<file path="src/io_line_cfg.svh">
// Constants for the I/O line configuration and status bank.
// Assumes a 32-bit Wishbone word bus with byte addresses on wb_adr.
`ifndef IO_LINE_CFG_SVH
`define IO_LINE_CFG_SVH

// ----------------------------------------------------------------------
// Register byte offsets
// ----------------------------------------------------------------------
`define IOL_OFS_CHANGE_STATUS   8'h00
`define IOL_OFS_OD_ENABLE       8'h04
`define IOL_OFS_OD_DISABLE      8'h08
`define IOL_OFS_OD_STATUS       8'h0c
`define IOL_OFS_PU_DISABLE      8'h10
`define IOL_OFS_PU_ENABLE       8'h14
`define IOL_OFS_PU_STATUS       8'h18
`define IOL_OFS_FUNC_A_SELECT   8'h1c
`define IOL_OFS_FUNC_B_SELECT   8'h20
`define IOL_OFS_FUNC_STATUS     8'h24
`define IOL_OFS_DW_ENABLE       8'h28
`define IOL_OFS_DW_DISABLE      8'h2c
`define IOL_OFS_DW_STATUS       8'h30
`define IOL_OFS_OUT_LEVEL       8'h34
`define IOL_OFS_IRQ_MASK        8'h38

// ----------------------------------------------------------------------
// Field layout of the word address
// ----------------------------------------------------------------------
`define IOL_ADR_WORD_MSB        7
`define IOL_ADR_WORD_LSB        2

// ----------------------------------------------------------------------
// Reset values
// ----------------------------------------------------------------------
`define IOL_RST_CHANGE          32'h0000_0000
`define IOL_RST_OPEN_DRAIN      32'h0000_0000
`define IOL_RST_PULLUP_ON       32'hffff_ffff
`define IOL_RST_FUNC_B          32'h0000_0000
`define IOL_RST_DIRECT_WRITE    32'h0000_0000
`define IOL_RST_OUT_LEVEL       32'h0000_0000
`define IOL_RST_IRQ_MASK        32'h0000_0000

`endif

</file>
<file path="src/io_line_pkg.sv">
// Types shared by the I/O line configuration and status bank.
// Assumes the constants of io_line_cfg.svh for offsets and resets.
package io_line_pkg;

    typedef logic [31:0] line_vec_t;
    typedef logic [7:0]  bus_addr_t;
    typedef logic [3:0]  lane_sel_t;

endpackage : io_line_pkg

</file>
<file path="src/io_line_sc_if.sv">
// Set/clear carrier between the bank and its setting registers.
// Assumes one clock; set and clear are one-cycle bit masks.
`timescale 1ns/100ps

interface io_line_sc_if;
    io_line_pkg::line_vec_t set_bits;
    io_line_pkg::line_vec_t clr_bits;
    io_line_pkg::line_vec_t state;

    modport ctl  (output set_bits, output clr_bits, input state);
    modport bank (input set_bits, input clr_bits, output state);
endinterface : io_line_sc_if

</file>
<file path="src/io_line_sync.sv">
// Two-stage synchroniser for the 32 pad input levels.
// Assumes pads are asynchronous to mclk.
`timescale 1ns/100ps

module io_line_sync (
    input  wire logic                   mclk,
    input  wire logic                   rst_b,
    input  wire io_line_pkg::line_vec_t raw,
    output io_line_pkg::line_vec_t      synced
);
    io_line_pkg::line_vec_t meta;

    // First stage feeds only the second
    always_ff @(posedge mclk) begin
        if (!rst_b) begin
            meta   <= 32'h0000_0000;
            synced <= 32'h0000_0000;
        end else begin
            meta   <= raw;
            synced <= meta;
        end
    end
endmodule : io_line_sync

</file>
<file path="src/io_line_setclr.sv">
// One 32-line setting held by set and clear write masks.
// Assumes set and clear come from register writes on mclk.
`timescale 1ns/100ps

module io_line_setclr #(
    parameter io_line_pkg::line_vec_t RESET_VAL = 32'h0000_0000
) (
    input  wire logic   mclk,
    input  wire logic   rst_b,
    io_line_sc_if.bank  sc
);
    io_line_pkg::line_vec_t next_state;

    // Clear wins should both ever meet on one bit
    assign next_state = (sc.state | sc.set_bits) & ~sc.clr_bits;

    always_ff @(posedge mclk) begin
        if (!rst_b) begin
            sc.state <= RESET_VAL;
        end else begin
            sc.state <= next_state;
        end
    end
endmodule : io_line_setclr

</file>
<file path="src/io_line_config_status_bank.sv">
// I/O line configuration and status bank with a Wishbone slave.
// Assumes a classic Wishbone master on mclk, asynchronous pads, and
// line ownership, drive enables and peripheral signals on mclk.
//
// Functional notes
// - Bit n of every register is line n.
// - Detected input change sets line status bit.
// - Reading change status clears all its bits.
// - Open-drain enable writes ones turn it on.
// - Open-drain disable writes ones turn it off.
// - Open-drain off: pin driven high and low.
// - Open-drain on: pin only pulled low.
// - Pull-up disable writes ones switch it off.
// - Pull-up enable writes ones switch it on.
// - Pull-up status reads zero when pull-up on.
// - Function A select routes line to first.
// - Function B select routes line to second.
// - Function status reads zero A, one B.
// - Direct-write enable opens output data writes.
// - Direct-write disable blocks output data writes.
// - Blocked line keeps output data on write.
// - Open line takes written output data bit.
// - Output data register is read-write, shows level.
// - Interrupt mask reads one where line enabled.
//
// Local design decisions: register access over Wishbone and the address map.
`timescale 1ns/100ps
`include "io_line_cfg.svh"

module io_line_config_status_bank (
    input  wire logic                   mclk,
    input  wire logic                   rst_b,
    input  wire logic                   wb_cyc,
    input  wire logic                   wb_stb,
    input  wire logic                   wb_we,
    input  wire io_line_pkg::bus_addr_t wb_adr,
    input  wire io_line_pkg::lane_sel_t wb_sel,
    input  wire io_line_pkg::line_vec_t wb_dat_w,
    output io_line_pkg::line_vec_t      wb_dat_r,
    output logic                        wb_ack,
    input  wire io_line_pkg::line_vec_t pin_in,
    input  wire io_line_pkg::line_vec_t line_pio_owned,
    input  wire io_line_pkg::line_vec_t line_drive_en,
    input  wire io_line_pkg::line_vec_t periph_a_dout,
    input  wire io_line_pkg::line_vec_t periph_a_oe,
    input  wire io_line_pkg::line_vec_t periph_b_dout,
    input  wire io_line_pkg::line_vec_t periph_b_oe,
    output io_line_pkg::line_vec_t      pin_out,
    output io_line_pkg::line_vec_t      pin_oe,
    output io_line_pkg::line_vec_t      pullup_on,
    output io_line_pkg::line_vec_t      func_b_route,
    output logic                        change_irq
);

    // ------------------------------------------------------------------
    // Helpers
    // ------------------------------------------------------------------
    // Word compare; the two low byte-address bits are ignored
    function automatic logic word_hit(
        input io_line_pkg::bus_addr_t adr,
        input io_line_pkg::bus_addr_t ofs
    );
        word_hit = adr[`IOL_ADR_WORD_MSB:`IOL_ADR_WORD_LSB]
                   == ofs[`IOL_ADR_WORD_MSB:`IOL_ADR_WORD_LSB];
    endfunction : word_hit

    // Byte enables widened to a bit mask so partial writes stay local
    function automatic io_line_pkg::line_vec_t lane_mask(
        input io_line_pkg::lane_sel_t sel
    );
        lane_mask = {{8{sel[3]}}, {8{sel[2]}}, {8{sel[1]}}, {8{sel[0]}}};
    endfunction : lane_mask

    // ------------------------------------------------------------------
    // Bus decode
    // ------------------------------------------------------------------
    wire logic                   req_live;
    wire logic                   wr_live;
    wire logic                   rd_live;
    wire io_line_pkg::line_vec_t wr_bits;

    wire logic                   hit_change;
    wire logic                   hit_od_en;
    wire logic                   hit_od_dis;
    wire logic                   hit_od_stat;
    wire logic                   hit_pu_dis;
    wire logic                   hit_pu_en;
    wire logic                   hit_pu_stat;
    wire logic                   hit_fa_sel;
    wire logic                   hit_fb_sel;
    wire logic                   hit_fs_stat;
    wire logic                   hit_dw_en;
    wire logic                   hit_dw_dis;
    wire logic                   hit_dw_stat;
    wire logic                   hit_out_level;
    wire logic                   hit_mask;

    // A request is served once; ack high blocks a second take
    assign req_live = wb_cyc & wb_stb & ~wb_ack;
    assign wr_live  = req_live & wb_we;
    assign rd_live  = req_live & ~wb_we;
    assign wr_bits  = wb_dat_w & lane_mask(wb_sel);

    // Unmapped words hit nothing and fall to the zero read below
    assign hit_change    = word_hit(wb_adr, `IOL_OFS_CHANGE_STATUS);
    assign hit_od_en     = word_hit(wb_adr, `IOL_OFS_OD_ENABLE);
    assign hit_od_dis    = word_hit(wb_adr, `IOL_OFS_OD_DISABLE);
    assign hit_od_stat   = word_hit(wb_adr, `IOL_OFS_OD_STATUS);
    assign hit_pu_dis    = word_hit(wb_adr, `IOL_OFS_PU_DISABLE);
    assign hit_pu_en     = word_hit(wb_adr, `IOL_OFS_PU_ENABLE);
    assign hit_pu_stat   = word_hit(wb_adr, `IOL_OFS_PU_STATUS);
    assign hit_fa_sel    = word_hit(wb_adr, `IOL_OFS_FUNC_A_SELECT);
    assign hit_fb_sel    = word_hit(wb_adr, `IOL_OFS_FUNC_B_SELECT);
    assign hit_fs_stat   = word_hit(wb_adr, `IOL_OFS_FUNC_STATUS);
    assign hit_dw_en     = word_hit(wb_adr, `IOL_OFS_DW_ENABLE);
    assign hit_dw_dis    = word_hit(wb_adr, `IOL_OFS_DW_DISABLE);
    assign hit_dw_stat   = word_hit(wb_adr, `IOL_OFS_DW_STATUS);
    assign hit_out_level = word_hit(wb_adr, `IOL_OFS_OUT_LEVEL);
    assign hit_mask      = word_hit(wb_adr, `IOL_OFS_IRQ_MASK);

    // ------------------------------------------------------------------
    // Set/clear settings
    // ------------------------------------------------------------------
    io_line_sc_if od_sc ();
    io_line_sc_if pu_sc ();
    io_line_sc_if fs_sc ();
    io_line_sc_if dw_sc ();

    // Masks live one cycle only, while the request is taken
    assign od_sc.set_bits = (wr_live & hit_od_en)  ? wr_bits : '0;
    assign od_sc.clr_bits = (wr_live & hit_od_dis) ? wr_bits : '0;
    assign pu_sc.set_bits = (wr_live & hit_pu_en)  ? wr_bits : '0;
    assign pu_sc.clr_bits = (wr_live & hit_pu_dis) ? wr_bits : '0;
    assign fs_sc.set_bits = (wr_live & hit_fb_sel) ? wr_bits : '0;
    assign fs_sc.clr_bits = (wr_live & hit_fa_sel) ? wr_bits : '0;
    assign dw_sc.set_bits = (wr_live & hit_dw_en)  ? wr_bits : '0;
    assign dw_sc.clr_bits = (wr_live & hit_dw_dis) ? wr_bits : '0;

    io_line_setclr #(
        .RESET_VAL (`IOL_RST_OPEN_DRAIN)
    ) u_open_drain (
        .mclk  (mclk),
        .rst_b (rst_b),
        .sc    (od_sc.bank)
    );

    // Pull-ups start on so released lines rest at a known level
    io_line_setclr #(
        .RESET_VAL (`IOL_RST_PULLUP_ON)
    ) u_pullup (
        .mclk  (mclk),
        .rst_b (rst_b),
        .sc    (pu_sc.bank)
    );

    // Stored bit means route B; an A select clears it
    io_line_setclr #(
        .RESET_VAL (`IOL_RST_FUNC_B)
    ) u_func_sel (
        .mclk  (mclk),
        .rst_b (rst_b),
        .sc    (fs_sc.bank)
    );

    // Direct writes start closed; one enable write opens any set of lines
    io_line_setclr #(
        .RESET_VAL (`IOL_RST_DIRECT_WRITE)
    ) u_direct_write (
        .mclk  (mclk),
        .rst_b (rst_b),
        .sc    (dw_sc.bank)
    );

    // ------------------------------------------------------------------
    // Output data and interrupt mask
    // ------------------------------------------------------------------
    io_line_pkg::line_vec_t  out_level;
    io_line_pkg::line_vec_t  change_irq_mask;

    wire io_line_pkg::line_vec_t dw_gate;
    wire io_line_pkg::line_vec_t next_out_level;
    wire io_line_pkg::line_vec_t mask_gate;
    wire io_line_pkg::line_vec_t next_mask;

    // Byte enables apply to output data and mask as to settings
    // Lines closed to direct writes keep their level
    assign dw_gate        = (wr_live & hit_out_level)
                            ? (lane_mask(wb_sel) & dw_sc.state) : '0;
    assign next_out_level = (out_level & ~dw_gate)
                            | (wb_dat_w & dw_gate);
    assign mask_gate      = (wr_live & hit_mask) ? lane_mask(wb_sel) : '0;
    assign next_mask      = (change_irq_mask & ~mask_gate)
                            | (wb_dat_w & mask_gate);

    always_ff @(posedge mclk) begin
        if (!rst_b) begin
            out_level       <= `IOL_RST_OUT_LEVEL;
        end else begin
            out_level       <= next_out_level;
        end
    end

    always_ff @(posedge mclk) begin
        if (!rst_b) begin
            change_irq_mask <= `IOL_RST_IRQ_MASK;
        end else begin
            change_irq_mask <= next_mask;
        end
    end

    // ------------------------------------------------------------------
    // Input change detection
    // ------------------------------------------------------------------
    io_line_pkg::line_vec_t  pin_level;
    io_line_pkg::line_vec_t  pin_prev;
    logic                    prev_valid;
    io_line_pkg::line_vec_t  change_status;

    wire io_line_pkg::line_vec_t change_seen;
    wire io_line_pkg::line_vec_t read_clear;
    wire io_line_pkg::line_vec_t next_change;

    // Detection sees the pads only after two synchroniser flops
    io_line_sync u_pin_sync (
        .mclk   (mclk),
        .rst_b  (rst_b),
        .raw    (pin_in),
        .synced (pin_level)
    );

    // No compare in the first cycle after reset; first pad levels are still compared with the synchroniser's reset zero
    assign change_seen = prev_valid ? (pin_level ^ pin_prev) : '0;
    assign read_clear  = (rd_live & hit_change) ? '1 : '0;
    // A change in the read-clear cycle survives into the next read
    assign next_change = (change_status & ~read_clear)
                         | change_seen;

    always_ff @(posedge mclk) begin
        if (!rst_b) begin
            pin_prev      <= 32'h0000_0000;
            prev_valid    <= 1'b0;
        end else begin
            pin_prev      <= pin_level;
            prev_valid    <= 1'b1;
        end
    end

    always_ff @(posedge mclk) begin
        if (!rst_b) begin
            change_status <= `IOL_RST_CHANGE;
        end else begin
            change_status <= next_change;
        end
    end

    // ------------------------------------------------------------------
    // Interrupt line
    // ------------------------------------------------------------------
    wire logic next_irq;

    // Built from next values so the line tracks the status register
    // Mask writes and read-clear reach the line at the same edge
    assign next_irq = |(next_change & next_mask);

    always_ff @(posedge mclk) begin
        if (!rst_b) begin
            change_irq <= 1'b0;
        end else begin
            change_irq <= next_irq;
        end
    end

    // ------------------------------------------------------------------
    // Pad control
    // ------------------------------------------------------------------
    wire io_line_pkg::line_vec_t line_data;
    wire io_line_pkg::line_vec_t line_en;

    wire io_line_pkg::line_vec_t next_pin_out;
    wire io_line_pkg::line_vec_t next_pin_oe;

    // Peripheral choice only matters where the line is not owned
    assign line_data = (line_pio_owned & out_level)
                     | (~line_pio_owned & ~fs_sc.state & periph_a_dout)
                     | (~line_pio_owned & fs_sc.state & periph_b_dout);
    assign line_en   = (line_pio_owned & line_drive_en)
                     | (~line_pio_owned & ~fs_sc.state & periph_a_oe)
                     | (~line_pio_owned & fs_sc.state & periph_b_oe);

    // Open-drain lines drive low only and float for a one
    assign next_pin_out = line_data & ~od_sc.state;
    assign next_pin_oe  = line_en
                          & (~od_sc.state | ~line_data);

    always_ff @(posedge mclk) begin
        if (!rst_b) begin
            pin_out      <= 32'h0000_0000;
            pin_oe       <= 32'h0000_0000;
        end else begin
            pin_out      <= next_pin_out;
            pin_oe       <= next_pin_oe;
        end
    end

    always_ff @(posedge mclk) begin
        if (!rst_b) begin
            pullup_on    <= `IOL_RST_PULLUP_ON;
            func_b_route <= `IOL_RST_FUNC_B;
        end else begin
            pullup_on    <= pu_sc.state;
            func_b_route <= fs_sc.state;
        end
    end

    // ------------------------------------------------------------------
    // Read data and acknowledge
    // ------------------------------------------------------------------
    wire io_line_pkg::line_vec_t rd_data;

    // Write-only and unmapped words read as zero
    assign rd_data =
        hit_change    ? change_status    :
        hit_od_stat   ? od_sc.state      :
        hit_pu_stat   ? ~pu_sc.state     :
        hit_fs_stat   ? fs_sc.state      :
        hit_dw_stat   ? dw_sc.state      :
        hit_out_level ? out_level        :
        hit_mask      ? change_irq_mask  :
                        32'h0000_0000;

    always_ff @(posedge mclk) begin
        if (!rst_b) begin
            wb_ack   <= 1'b0;
        end else begin
            wb_ack   <= req_live;
        end
    end

    // Read data drops to zero with ack so no stale word lingers
    always_ff @(posedge mclk) begin
        if (!rst_b) begin
            wb_dat_r <= 32'h0000_0000;
        end else begin
            wb_dat_r <= rd_live ? rd_data : 32'h0000_0000;
        end
    end

endmodule : io_line_config_status_bank

</file>
<file path="config.mk">
export PLATFORM = sky130hd
export DESIGN_NAME = io_line_config_status_bank
export DESIGN_NICKNAME = d
export VERILOG_FILES = /design/src/io_line_pkg.sv /design/src/io_line_sc_if.sv /design/src/io_line_sync.sv /design/src/io_line_setclr.sv /design/src/io_line_config_status_bank.sv
export VERILOG_INCLUDE_DIRS = /design/src
export SDC_FILE = /design/constraint.sdc
export NUM_CORES = 1
export LEC_CHECK = 0
export ABC_AREA = 1
export ABC_CLOCK_PERIOD_IN_PS = 1600
export BUFFER_PORTS_ARGS = -buffer_cell sky130_fd_sc_hd__clkbuf_2
export CAP_MARGIN = 20
export CORE_MARGIN = 1
export CORE_UTILIZATION = 41
export CTS_CLUSTER_SIZE = 25
export DETAILED_ROUTE_END_ITERATION = 8
export GPL_TIMING_DRIVEN = 1
export HOLD_SLACK_MARGIN = 0.15
export MAX_ROUTING_LAYER = met4
export PLACE_DENSITY = 0.7
export SKIP_CTS_REPAIR_TIMING = 1
export SYNTH_ARGS = -nofsm -noshare
export SYNTH_HDL_FRONTEND = slang
export SYNTH_SLANG_ARGS = --single-unit
</file>
<file path="constraint.sdc">
create_clock -name mclk -period 1.6 [get_ports mclk]
set_input_delay 0.24 -clock mclk [delete_from_list [all_inputs] [get_ports mclk]]
set_output_delay 0.24 -clock mclk [all_outputs]
set_load 0.05 [all_outputs]
</file>
==> results.py, run 1 <==
metrics = {
    "synth": {
        "yosysSeqAreaShare_pct": 49.00,
        "synth_fp_nets": 2961,
        "synth.distinct_cells": 32,
        "synth-seq-cells": 483,
        "yosysWarnings": 0,
        "async_reset_ff_share_pct": 0,
        "synth_largest_area_cell": "dfxtp_1",
        "syn_area_um2": 19740,
        "synth_ff_type": "dfxtp_1",
        "synth_edf_count": 0,
        "syn_area_per_cell_um2": 7.342,
        "synth.area.top_cells": "dfxtp_1, nand2_1, inv_1",
        "synth_top_area_share_pct": 49.00,
        "netlist_instances": 2688,
    },
    "sta": {
        "period_minus_slack_ns": 1.860,
        "setup_viol": 162,
        "maxSlewViolCount": 0,
        "timing.fmax_ghz": 0.5377,
        "fin_crit_sh_pct": 116.2,
        "hold_viol": 0,
        "rsz0062_at_grt": "true",
        "slew_headroom_pct": 58.81,
        "tightest_slew_ns": 0.6151,
        "fin_skew_ns": 0.01712,
        "setup_tns_ns": -14.06,
        "fin_ws_ns": -0.2599,
    },
    "layout": {
        "layout-drive-gt1-share_pct": 23.04,
        "seq_area_um2": 9677,
        "fillers": 4113,
        "final_area_um2": 28830,
        "fin_nets": 3775,
        "final_common_cell": "nand2_1",
        "final_cell_mix": "nand2_1, dfxtp_1, clkbuf_2",
        "multi_input_area_um2": 8310,
        "final_util_pct": 60.51,
        "area_growth_pct": 46.09,
    },
    "place": {
        "place.gp.congestion": 0.9131,
        "postPlaceCellArea_um2": 24050,
        "place.detailed.hpwl_mm": 47.49,
        "portBuffers": 432,
        "pre_cts_ws_ns": -0.4494,
    },
    "global_route": {
        "grt_pass1_wl_mm": 100.5,
        "grt-ovfl-total": 0,
        "grtUsageTotal_pct": 26.86,
        "grt_start_max_net_pins": 121,
        "grt_pass1_vias": 17970,
        "antenna_found_initial": 3,
    },
    "clock_network": {
        "h-tree-depth": 2,
        "root_buffer": "clkbuf_16",
        "cts.sinks": 483,
        "clock_path_buffers": 3,
        "numCtsBuffers": 51,
        "clk_latency_ns": 0.59,
        "clk_pin_slew_ns": 0.06,
        "cts_tree": "done",
    },
    "critical_path": {
        "end_kind": "register",
        "r2r_slack_ns": -0.26,
        "crit_arrival_ns": 2.34,
        "setup.worst_path.end": "change_irq",
        "startpoint_type": "register",
        "regToRegStartpoint": "wb_ack",
        "path_cells": "inv_4 -> nand4_4 -> nor2_4 -> buf_12 -> buf_4 -> nand3b_1 -> nand3_1 -> nand2_2 -> nor2_4 -> nand2_2 -> nor2_4 -> a21oi_1",
        "crit_path_start": "wb_ack",
        "r2r_end": "change_irq",
        "slowest_delay_ns": 0.35,
        "cp_slowest_cell": "dfxtp_4",
        "cp_max_fo": 11,
        "crit_top_cell": "nor2_4",
        "reg2reg_depth": 12,
        "worstPathRequired_ns": 2.08,
        "worst-setup-path-type": "reg2reg",
    },
    "routing": {
        "post-route-drc-count": 0,
        "num_vias": 21140,
        "drt-initial-drc-count": 1669,
        "antenna_left": 0,
        "wl_per_cell_um": 17.43,
        "wl_mm": 72.43,
        "drtPass1Iterations": 6,
        "via_per_inst": 5.089,
    },
    "power_and_ir_drop": {
        "power_mw": 27.65,
        "irDropWorstVdd_uv": 670.3,
        "p_per_area_nw_per_um2": 958.9,
        "leakage_nw": 14.22,
    },
    "floorplan": {
        "core_um2": 47650,
        "dieWidth_um": 221.4,
        "die_h_um": 221.4,
        "initial_core_util_pct": 41.42,
        "die-area_um2": 49020,
        "rows": 80,
        "ios": 435,
    },
    "job": {
        "drv_cap": 0,
    },
    "run_status": {
        "status": "finished, violations left",
        "failed_checks": "negative setup slack",
    },
    "worst_hold_path": {
        "hold_path_class": "in2reg",
    },
}
==> cell type report <==
type                       count  area share, %
sequential                   483          33.56
clock inverter                15         0.9027
clock buffer                  74          5.290
multi-input combinational   1658          28.82
antenna                        2        0.01736
inverter                     426          5.581
tap                          615          2.669
timing repair buffer         882          23.15
==> metal layers <==
metal / share of wire (%) / GRT usage [%]
met5: 0 / -
met1: 44 / 36.42
met2: 46 / 40.99
met3: 7.2 / 4.900
met4: 3.0 / 7.219
==> Yosys cell counts, types with 3 or more instances <==
cell,n
a22oi_1,21
o211a_1,20
or2_2,44
a21oi_1,131
inv_1,421
nor2_1,223
o211ai_1,16
nor3_1,3
o21ai_0,188
nand2_1,669
nand3b_1,25
o311a_1,11
buf_2,11
nand4_1,37
nand3_1,166
buf_1,7
nor2_4,3
dfxtp_1,483
clkbuf_1,100
clkinv_1,3
a221oi_1,65
o2111ai_1,25
==> worst min path at each step <==
stage,from,to,slack (ns),cells after the start
after floorplan,rst_b,prev_valid,0.27,0
final,rst_b,change_irq_mask[9],0.05,3
after CTS,pin_in[15],u_pin_sync.meta[15],-0.20,3
after global routing,rst_b,change_irq_mask[9],0.07,3
after detailed placement,u_pin_sync.meta[19],u_pin_sync.synced[19],0.39,2
after global placement,u_pin_sync.meta[5],u_pin_sync.synced[5],0.39,2
==> logic make-up after synthesis <==
logic type,after synthesis,share of synthesized area [%]
AO/OA/AOI/OAI,482,15.25
AND/OR/NAND/NOR,1176,25.18
flip-flops,483,49.00
buffers and inverters,547,10.57
==> per-stage QoR <==
stage,hold slack (ns),std cells
after floorplan,0.2677,2688
after global placement,0.3937,3790
after detailed placement,0.3947,3790
after CTS,-0.2021,3879
after global routing,0.06577,4155
final,0.05424,4155
==> report_power, final <==
group | switching, mW | internal [mW] | total [mW]
Combinational | 1.48 | 1.16 | 2.64
Sequential | 0.115 | 12.3 | 12.4
Clock | 4.93 | 7.70 | 12.6
Total | 6.53 | 21.1 | 27.6
==> critical path, delay by kind of cell, from the launching register on <==
family | cells | cell delay (ns)
AND/OR/NAND/NOR | 8 | 0.94
buffers and inverters | 3 | 0.37
flip-flops | 1 | 0.35
AO/OA/AOI/OAI | 1 | 0.07
Power figures use the tool's default switching activity.
==> inputs of run 2 (changes only) <==
--- a/config.mk
+++ b/config.mk
@@ -7,17 +7,16 @@
 export NUM_CORES = 1
 export LEC_CHECK = 0
 export ABC_AREA = 1
-export ABC_CLOCK_PERIOD_IN_PS = 1600
+export ABC_CLOCK_PERIOD_IN_PS = 1750
 export BUFFER_PORTS_ARGS = -buffer_cell sky130_fd_sc_hd__clkbuf_2
 export CAP_MARGIN = 20
-export CORE_MARGIN = 1
 export CORE_UTILIZATION = 41
 export CTS_CLUSTER_SIZE = 25
 export DETAILED_ROUTE_END_ITERATION = 8
 export GPL_TIMING_DRIVEN = 1
 export HOLD_SLACK_MARGIN = 0.15
 export MAX_ROUTING_LAYER = met4
-export PLACE_DENSITY = 0.7
+export PLACE_DENSITY = 0.67
 export SKIP_CTS_REPAIR_TIMING = 1
 export SYNTH_ARGS = -nofsm -noshare
 export SYNTH_HDL_FRONTEND = slang
==> constraint.sdc (replaced) <==
create_clock -name mclk -period 1.75 [get_ports mclk]
set_input_delay 0.2625 -clock mclk [delete_from_list [all_inputs] [get_ports mclk]]
set_output_delay 0.2625 -clock mclk [all_outputs]
set_load 0.05 [all_outputs]
==> run 2 against run 1 <==
Against the previous run:
- the run still ends with negative setup slack left
- via count rose by 3.1%
- total power fell by 9.2%
- hold slack improved by 0.048 ns
- clock skew fell by 0.0031 ns
- cell count barely moved
- fmax fell by 1.8%
- sequential share of layout area fell by 0.50 points
- utilization rose by 0.89 points
- non-clock buffer count fell by 5
- critical endpoint is now u_direct_write.sc.state[26]
- largest cell class unchanged
- highest routed layer unchanged
==> results.py, run 2 (synthesized netlist as in run 1, its figures left out) <==
metrics = {
    "job": {
        "drv_cap": 0,
    },
    "power_and_ir_drop": {
        "p_per_area_nw_per_um2": 858.1,
        "leakage_nw": 14.49,
        "p_comb_share_pct": 9.6,
        "internal_power_mw": 19.04,
        "switching_share_pct": 24.15,
        "irDropWorstVdd_uv": 676.1,
        "seqPwrFrac_pct": 45.0,
        "p_sw_mw": 6.064,
        "p_clk_share_pct": 45.3,
    },
    "clock_network": {
        "h-tree-depth": 2,
        "cts_tree": "done",
        "clk_pin_slew_ns": 0.06,
        "numCtsBuffers": 51,
        "clk_latency_ns": 0.60,
        "root_buffer": "clkbuf_16",
        "clock_path_buffers": 3,
        "cts.sinks": 483,
    },
    "critical_path": {
        "regToRegStartpoint": "wb_ack",
        "cp_slowest_cell": "dfxtp_2",
        "crit_top_cell": "buf_6",
        "worstPathRequired_ns": 2.26,
        "slowest_delay_ns": 0.32,
        "end_kind": "register",
        "r2r_end": "u_direct_write.sc.state[26]",
        "path_depth": 9,
        "crit_family": "buffers and inverters",
        "crit_arrival_ns": 2.40,
        "r2r_slack_ns": -0.14,
        "reg2reg_depth": 9,
        "worst-setup-path-type": "reg2reg",
        "worst-path-buf-inv": 5,
        "cp_max_fo": 5,
        "path_cells": "inv_2 -> nand4_4 -> buf_6 -> inv_6 -> nand4_1 -> buf_6 -> clkbuf_16 -> or2_4 -> a221oi_2",
        "startpoint_type": "register",
    },
    "routing": {
        "antenna_left": 0,
        "drt-initial-drc-count": 1701,
        "num_vias": 21810,
        "wl_mm": 77.99,
        "post-route-drc-count": 0,
        "via_per_inst": 5.250,
        "wl_per_cell_um": 18.77,
        "drtPass1Iterations": 6,
    },
    "floorplan": {
        "die_h_um": 221.4,
        "ios": 435,
        "die-area_um2": 49020,
        "dieWidth_um": 221.4,
        "rows": 80,
        "initial_core_util_pct": 41.42,
        "core_um2": 47650,
    },
    "global_route": {
        "antenna_found_initial": 5,
        "grt_pass1_wl_mm": 107.0,
        "grtUsageTotal_pct": 28.53,
        "grt-ovfl-total": 0,
        "grt_pass1_vias": 19310,
        "grt_start_max_net_pins": 126,
    },
    "layout": {
        "fillers": 4106,
        "fin_nets": 3770,
        "area_growth_pct": 48.25,
        "final_common_cell": "nand2_1",
        "final_cell_mix": "nand2_1, dfxtp_1, clkbuf_2",
        "layout-drive-gt1-share_pct": 24.73,
    },
    "place": {
        "pre_cts_ws_ns": -0.3583,
        "portBuffers": 432,
        "place.gp.congestion": 0.9238,
        "place.detailed.hpwl_mm": 52.12,
    },
    "sta": {
        "tightest_slew_ns": 0.6077,
        "fin_crit_sh_pct": 108.2,
        "setup_tns_ns": -4.500,
        "fin_ws_ns": -0.1431,
        "rsz0062_at_grt": "true",
        "setup_viol": 94,
        "maxSlewViolCount": 0,
        "period_minus_slack_ns": 1.893,
        "slew_headroom_pct": 59.48,
        "fin_skew_ns": 0.01400,
        "hold_viol": 0,
        "timing.fmax_ghz": 0.5282,
    },
    "run_status": {
        "status": "finished, violations left",
        "failed_checks": "negative setup slack",
    },
    "worst_hold_path": {
        "min_delay_path_depth": 3,
        "hold_path_class": "in2reg",
        "hold_end": "pin_oe[27]",
        "min_from": "line_drive_en[27]",
    },
}
## run 2: how the worst max path moves through the flow
stage                         start                          end  slack [ns]
final                        wb_ack  u_direct_write.sc.state[26]       -0.14
after global routing         wb_ack  u_direct_write.sc.state[26]       -0.18
after CTS                    wb_ack   u_direct_write.sc.state[9]       -0.27
after detailed placement  wb_adr[7]                     register       -0.36
after global placement    wb_adr[4]                   change_irq       -0.33
after floorplan              wb_ack  u_direct_write.sc.state[16]       0.004
## run 2: per-stage QoR
stage | hold WS (ns) | util (%) | instances | power, mW | cell area, µm²
after global placement | 0.3964 | 50.25 | 3781 | 13.36 | 23940
after floorplan | 0.2902 | - | 2688 | 12.50 | 19740
after global routing | 0.1521 | 61.40 | 4153 | 25.85 | 29250
after detailed placement | 0.3996 | 50.25 | 3781 | 13.40 | 23940
final | 0.1021 | 61.40 | 4154 | 25.10 | 29260
after CTS | -0.1827 | 53.92 | 3871 | 24.67 | 25690
## run 2: power groups by stage
| stage | Sequential, mW | Clock [mW] | Combinational, mW |
|---|---|---|---|
| finish | 11.3 | 11.4 | 2.42 |
| global route | 11.3 | 11.9 | 2.59 |
| CTS | 11.3 | 11.5 | 1.86 |
| detailed placement | 11.5 | 0 | 1.85 |
| global placement | 11.5 | 0 | 1.82 |
| floorplan | 11.8 | 0 | 0.703 |
## run 2: metal layers
layer,track usage [%],share of wire [%],up-vias
met3,4.488,8.4,239
li1,-,-,10310
met2,43.76,44,1104
met1,37.89,43,10160
met4,10.51,4.4,0
met5,-,0,-
## run 2: tightest hold or removal path: cells and delay by family
kind / cells / cell delay (ns)
AO/OA/AOI/OAI: 2 / 0.29
buffers and inverters: 1 / 0.09
## run 2: final cells by class
| class | count | area (µm²) | share of cell area [%] |
|---|---|---|---|
| Antenna cell | 5 | 12.51 | 0.04277 |
| Clock buffer | 75 | 1539 | 5.260 |
| Clock inverter | 15 | 207.7 | 0.7099 |
| Inverter | 426 | 1612 | 5.508 |
| Multi-Input combinational cell | 1658 | 8524 | 29.14 |
| Sequential cell | 483 | 9674 | 33.07 |
| Tap cell | 615 | 769.5 | 2.630 |
| Timing Repair Buffer | 877 | 6918 | 23.65 |
==> inputs of run 3 (changes only) <==
--- a/config.mk
+++ b/config.mk
@@ -7,7 +7,7 @@
 export NUM_CORES = 1
 export LEC_CHECK = 0
 export ABC_AREA = 1
-export ABC_CLOCK_PERIOD_IN_PS = 1750
+export ABC_CLOCK_PERIOD_IN_PS = 2000
 export BUFFER_PORTS_ARGS = -buffer_cell sky130_fd_sc_hd__clkbuf_2
 export CAP_MARGIN = 20
 export CORE_UTILIZATION = 41
==> constraint.sdc (replaced) <==
create_clock -name mclk -period 2 [get_ports mclk]
set_input_delay 0.3 -clock mclk [delete_from_list [all_inputs] [get_ports mclk]]
set_output_delay 0.3 -clock mclk [all_outputs]
set_load 0.05 [all_outputs]
==> run 3 against run 2 <==
Against the previous run:
- the flow now finishes without violations
- critical path type unchanged
- clock skew increased by 0.012 ns
- non-clock buffer count fell by 68
- cell count is 1.6% lower
- first-iteration DRC count is 12% higher
- clock power is 11% lower
- die area unchanged
- register-to-register slack improved by 0.15 ns
- hold slack worse by 0.013 ns
- via count is 3.6% lower
- largest power group unchanged
==> results.py, run 3 (synthesized netlist as in run 1, its figures left out) <==
metrics = {
    "critical_path": {
        "regToRegStartpoint": "wb_ack",
        "worstPathRequired_ns": 2.46,
        "crit_path_start": "wb_ack",
        "reg2reg_depth": 10,
        "startpoint_type": "register",
        "crit_arrival_ns": 2.45,
        "cp_max_fo": 14,
        "worst-setup-path-type": "reg2reg",
        "end_kind": "register",
    },
    "worst_hold_path": {
        "hold_path_class": "in2reg",
        "min_from": "periph_a_oe[12]",
        "min_delay_path_depth": 3,
    },
    "power_and_ir_drop": {
        "irDropWorstVdd_uv": 614.5,
        "leakage_nw": 13.89,
        "p_per_area_nw_per_um2": 791.8,
    },
    "sta": {
        "rsz0062_at_grt": "true",
        "fin_crit_sh_pct": 99.53,
        "slew_headroom_pct": 56.97,
        "period_minus_slack_ns": 1.991,
        "hold_viol": 0,
        "fin_ws_ns": 0.009480,
        "tightest_slew_ns": 0.6387,
        "fin_skew_ns": 0.02644,
        "maxSlewViolCount": 0,
        "timing.fmax_ghz": 0.5024,
        "setup_viol": 0,
    },
    "global_route": {
        "grt_start_max_net_pins": 120,
        "grt_pass1_vias": 18890,
        "antenna_found_initial": 2,
        "grtUsageTotal_pct": 28.40,
        "grt_pass1_wl_mm": 105.5,
        "grt-ovfl-total": 0,
    },
    "clock_network": {
        "cts_tree": "done",
        "clk_pin_slew_ns": 0.06,
        "clock_path_buffers": 3,
        "cts.sinks": 483,
        "root_buffer": "clkbuf_16",
        "numCtsBuffers": 53,
        "h-tree-depth": 2,
        "clk_latency_ns": 0.61,
    },
    "place": {
        "place.gp.congestion": 0.8900,
        "place.detailed.hpwl_mm": 50.30,
        "portBuffers": 432,
        "dpl.cell_count": 3752,
        "pre_cts_ws_ns": -0.3145,
        "postPlaceCellArea_um2": 23650,
    },
    "routing": {
        "wl_per_cell_um": 18.15,
        "drtPass1Iterations": 5,
        "drt-initial-drc-count": 1913,
        "num_vias": 21010,
        "via_per_inst": 5.142,
        "antenna_left": 0,
        "wl_mm": 74.20,
        "post-route-drc-count": 0,
    },
    "layout": {
        "layout-drive-gt1-share_pct": 21.30,
        "final_common_cell": "nand2_1",
        "finalNonFillerCells": 4087,
        "fin_nets": 3704,
        "fillers": 4181,
        "area_growth_pct": 41.62,
        "final_area_um2": 27950,
        "final_cell_mix": "nand2_1, dfxtp_1, clkbuf_2",
    },
    "floorplan": {
        "rows": 80,
        "die_h_um": 221.4,
        "initial_core_util_pct": 41.42,
        "dieWidth_um": 221.4,
        "ios": 435,
        "die-area_um2": 49020,
        "core_um2": 47650,
    },
    "run_status": {
        "status": "complete, no violations",
    },
    "job": {
        "drv_cap": 0,
    },
}
==> run 3: changes by cell type in the layout (fill, tap and decap cells not counted), sizes merged <==
cell | before | now
clkbuf | 517 | 502
clkinv | 9 | 18
bufinv | 5 | 7
diode | 5 | 2
buf | 186 | 142
dlygate4sd3 | 249 | 233
==> run 3: stage by stage <==
step                      hold WS, ns  util, %  power (mW)  setup TNS, ns
after CTS                     -0.1495    53.46       21.87        -0.4311
after detailed placement       0.3953    49.64       11.69         -8.612
after global placement         0.3967    49.64       11.66         -6.989
after floorplan                0.3277        -       10.94              0
final                         0.08929    58.66       22.13              0
after global routing           0.1436    58.66       22.84         -1.009
==> run 3: metal layers <==
metal  up-vias  routed length [µm]  global-route usage, %
li1      10140                   -                      -
met1      9756               32630                  37.96
met2       951               33350                  43.93
met3       167                5716                  4.740
met4         0                2499                  8.527
met5         -                   0                      -
==> run 3: worst paths after layout <==
check	endpoint	slack [ns]
worst min register to register	u_pin_sync.synced[10]	0.41
worst max register to register	u_pullup.sc.state[5]	0.009
worst min-delay path	pin_oe[12]	0.09
worst max-delay path	u_pullup.sc.state[5]	0.009
==> run 3: power by group <==
part / switching, mW / internal [mW]
logic: 1.16 / 0.844
clock network: 4.07 / 6.17
registers: 0.0845 / 9.81
total: 5.31 / 16.8
==> run 3: final cells by class <==
cell class | instances | area, µm² | area share (%)
antenna | 2 | 5.005 | 0.01791
multi-input combinational | 1658 | 8083 | 28.92
inverter | 426 | 1604 | 5.739
clock buffer | 68 | 1495 | 5.350
clock inverter | 26 | 327.8 | 1.173
tap | 615 | 769.5 | 2.753
timing repair buffer | 809 | 5992 | 21.44
sequential | 483 | 9673 | 34.61
==> run 3: critical path, cell delays in order, from the launching register on <==
cell	delay [ns]
dfxtp_1	0.32
inv_1	0.11
nand4_4	0.16
buf_4	0.21
inv_2	0.11
buf_6	0.22
nand4_1	0.13
buf_4	0.18
buf_12	0.17
o21ai_0	0.16
nand2_1	0.09
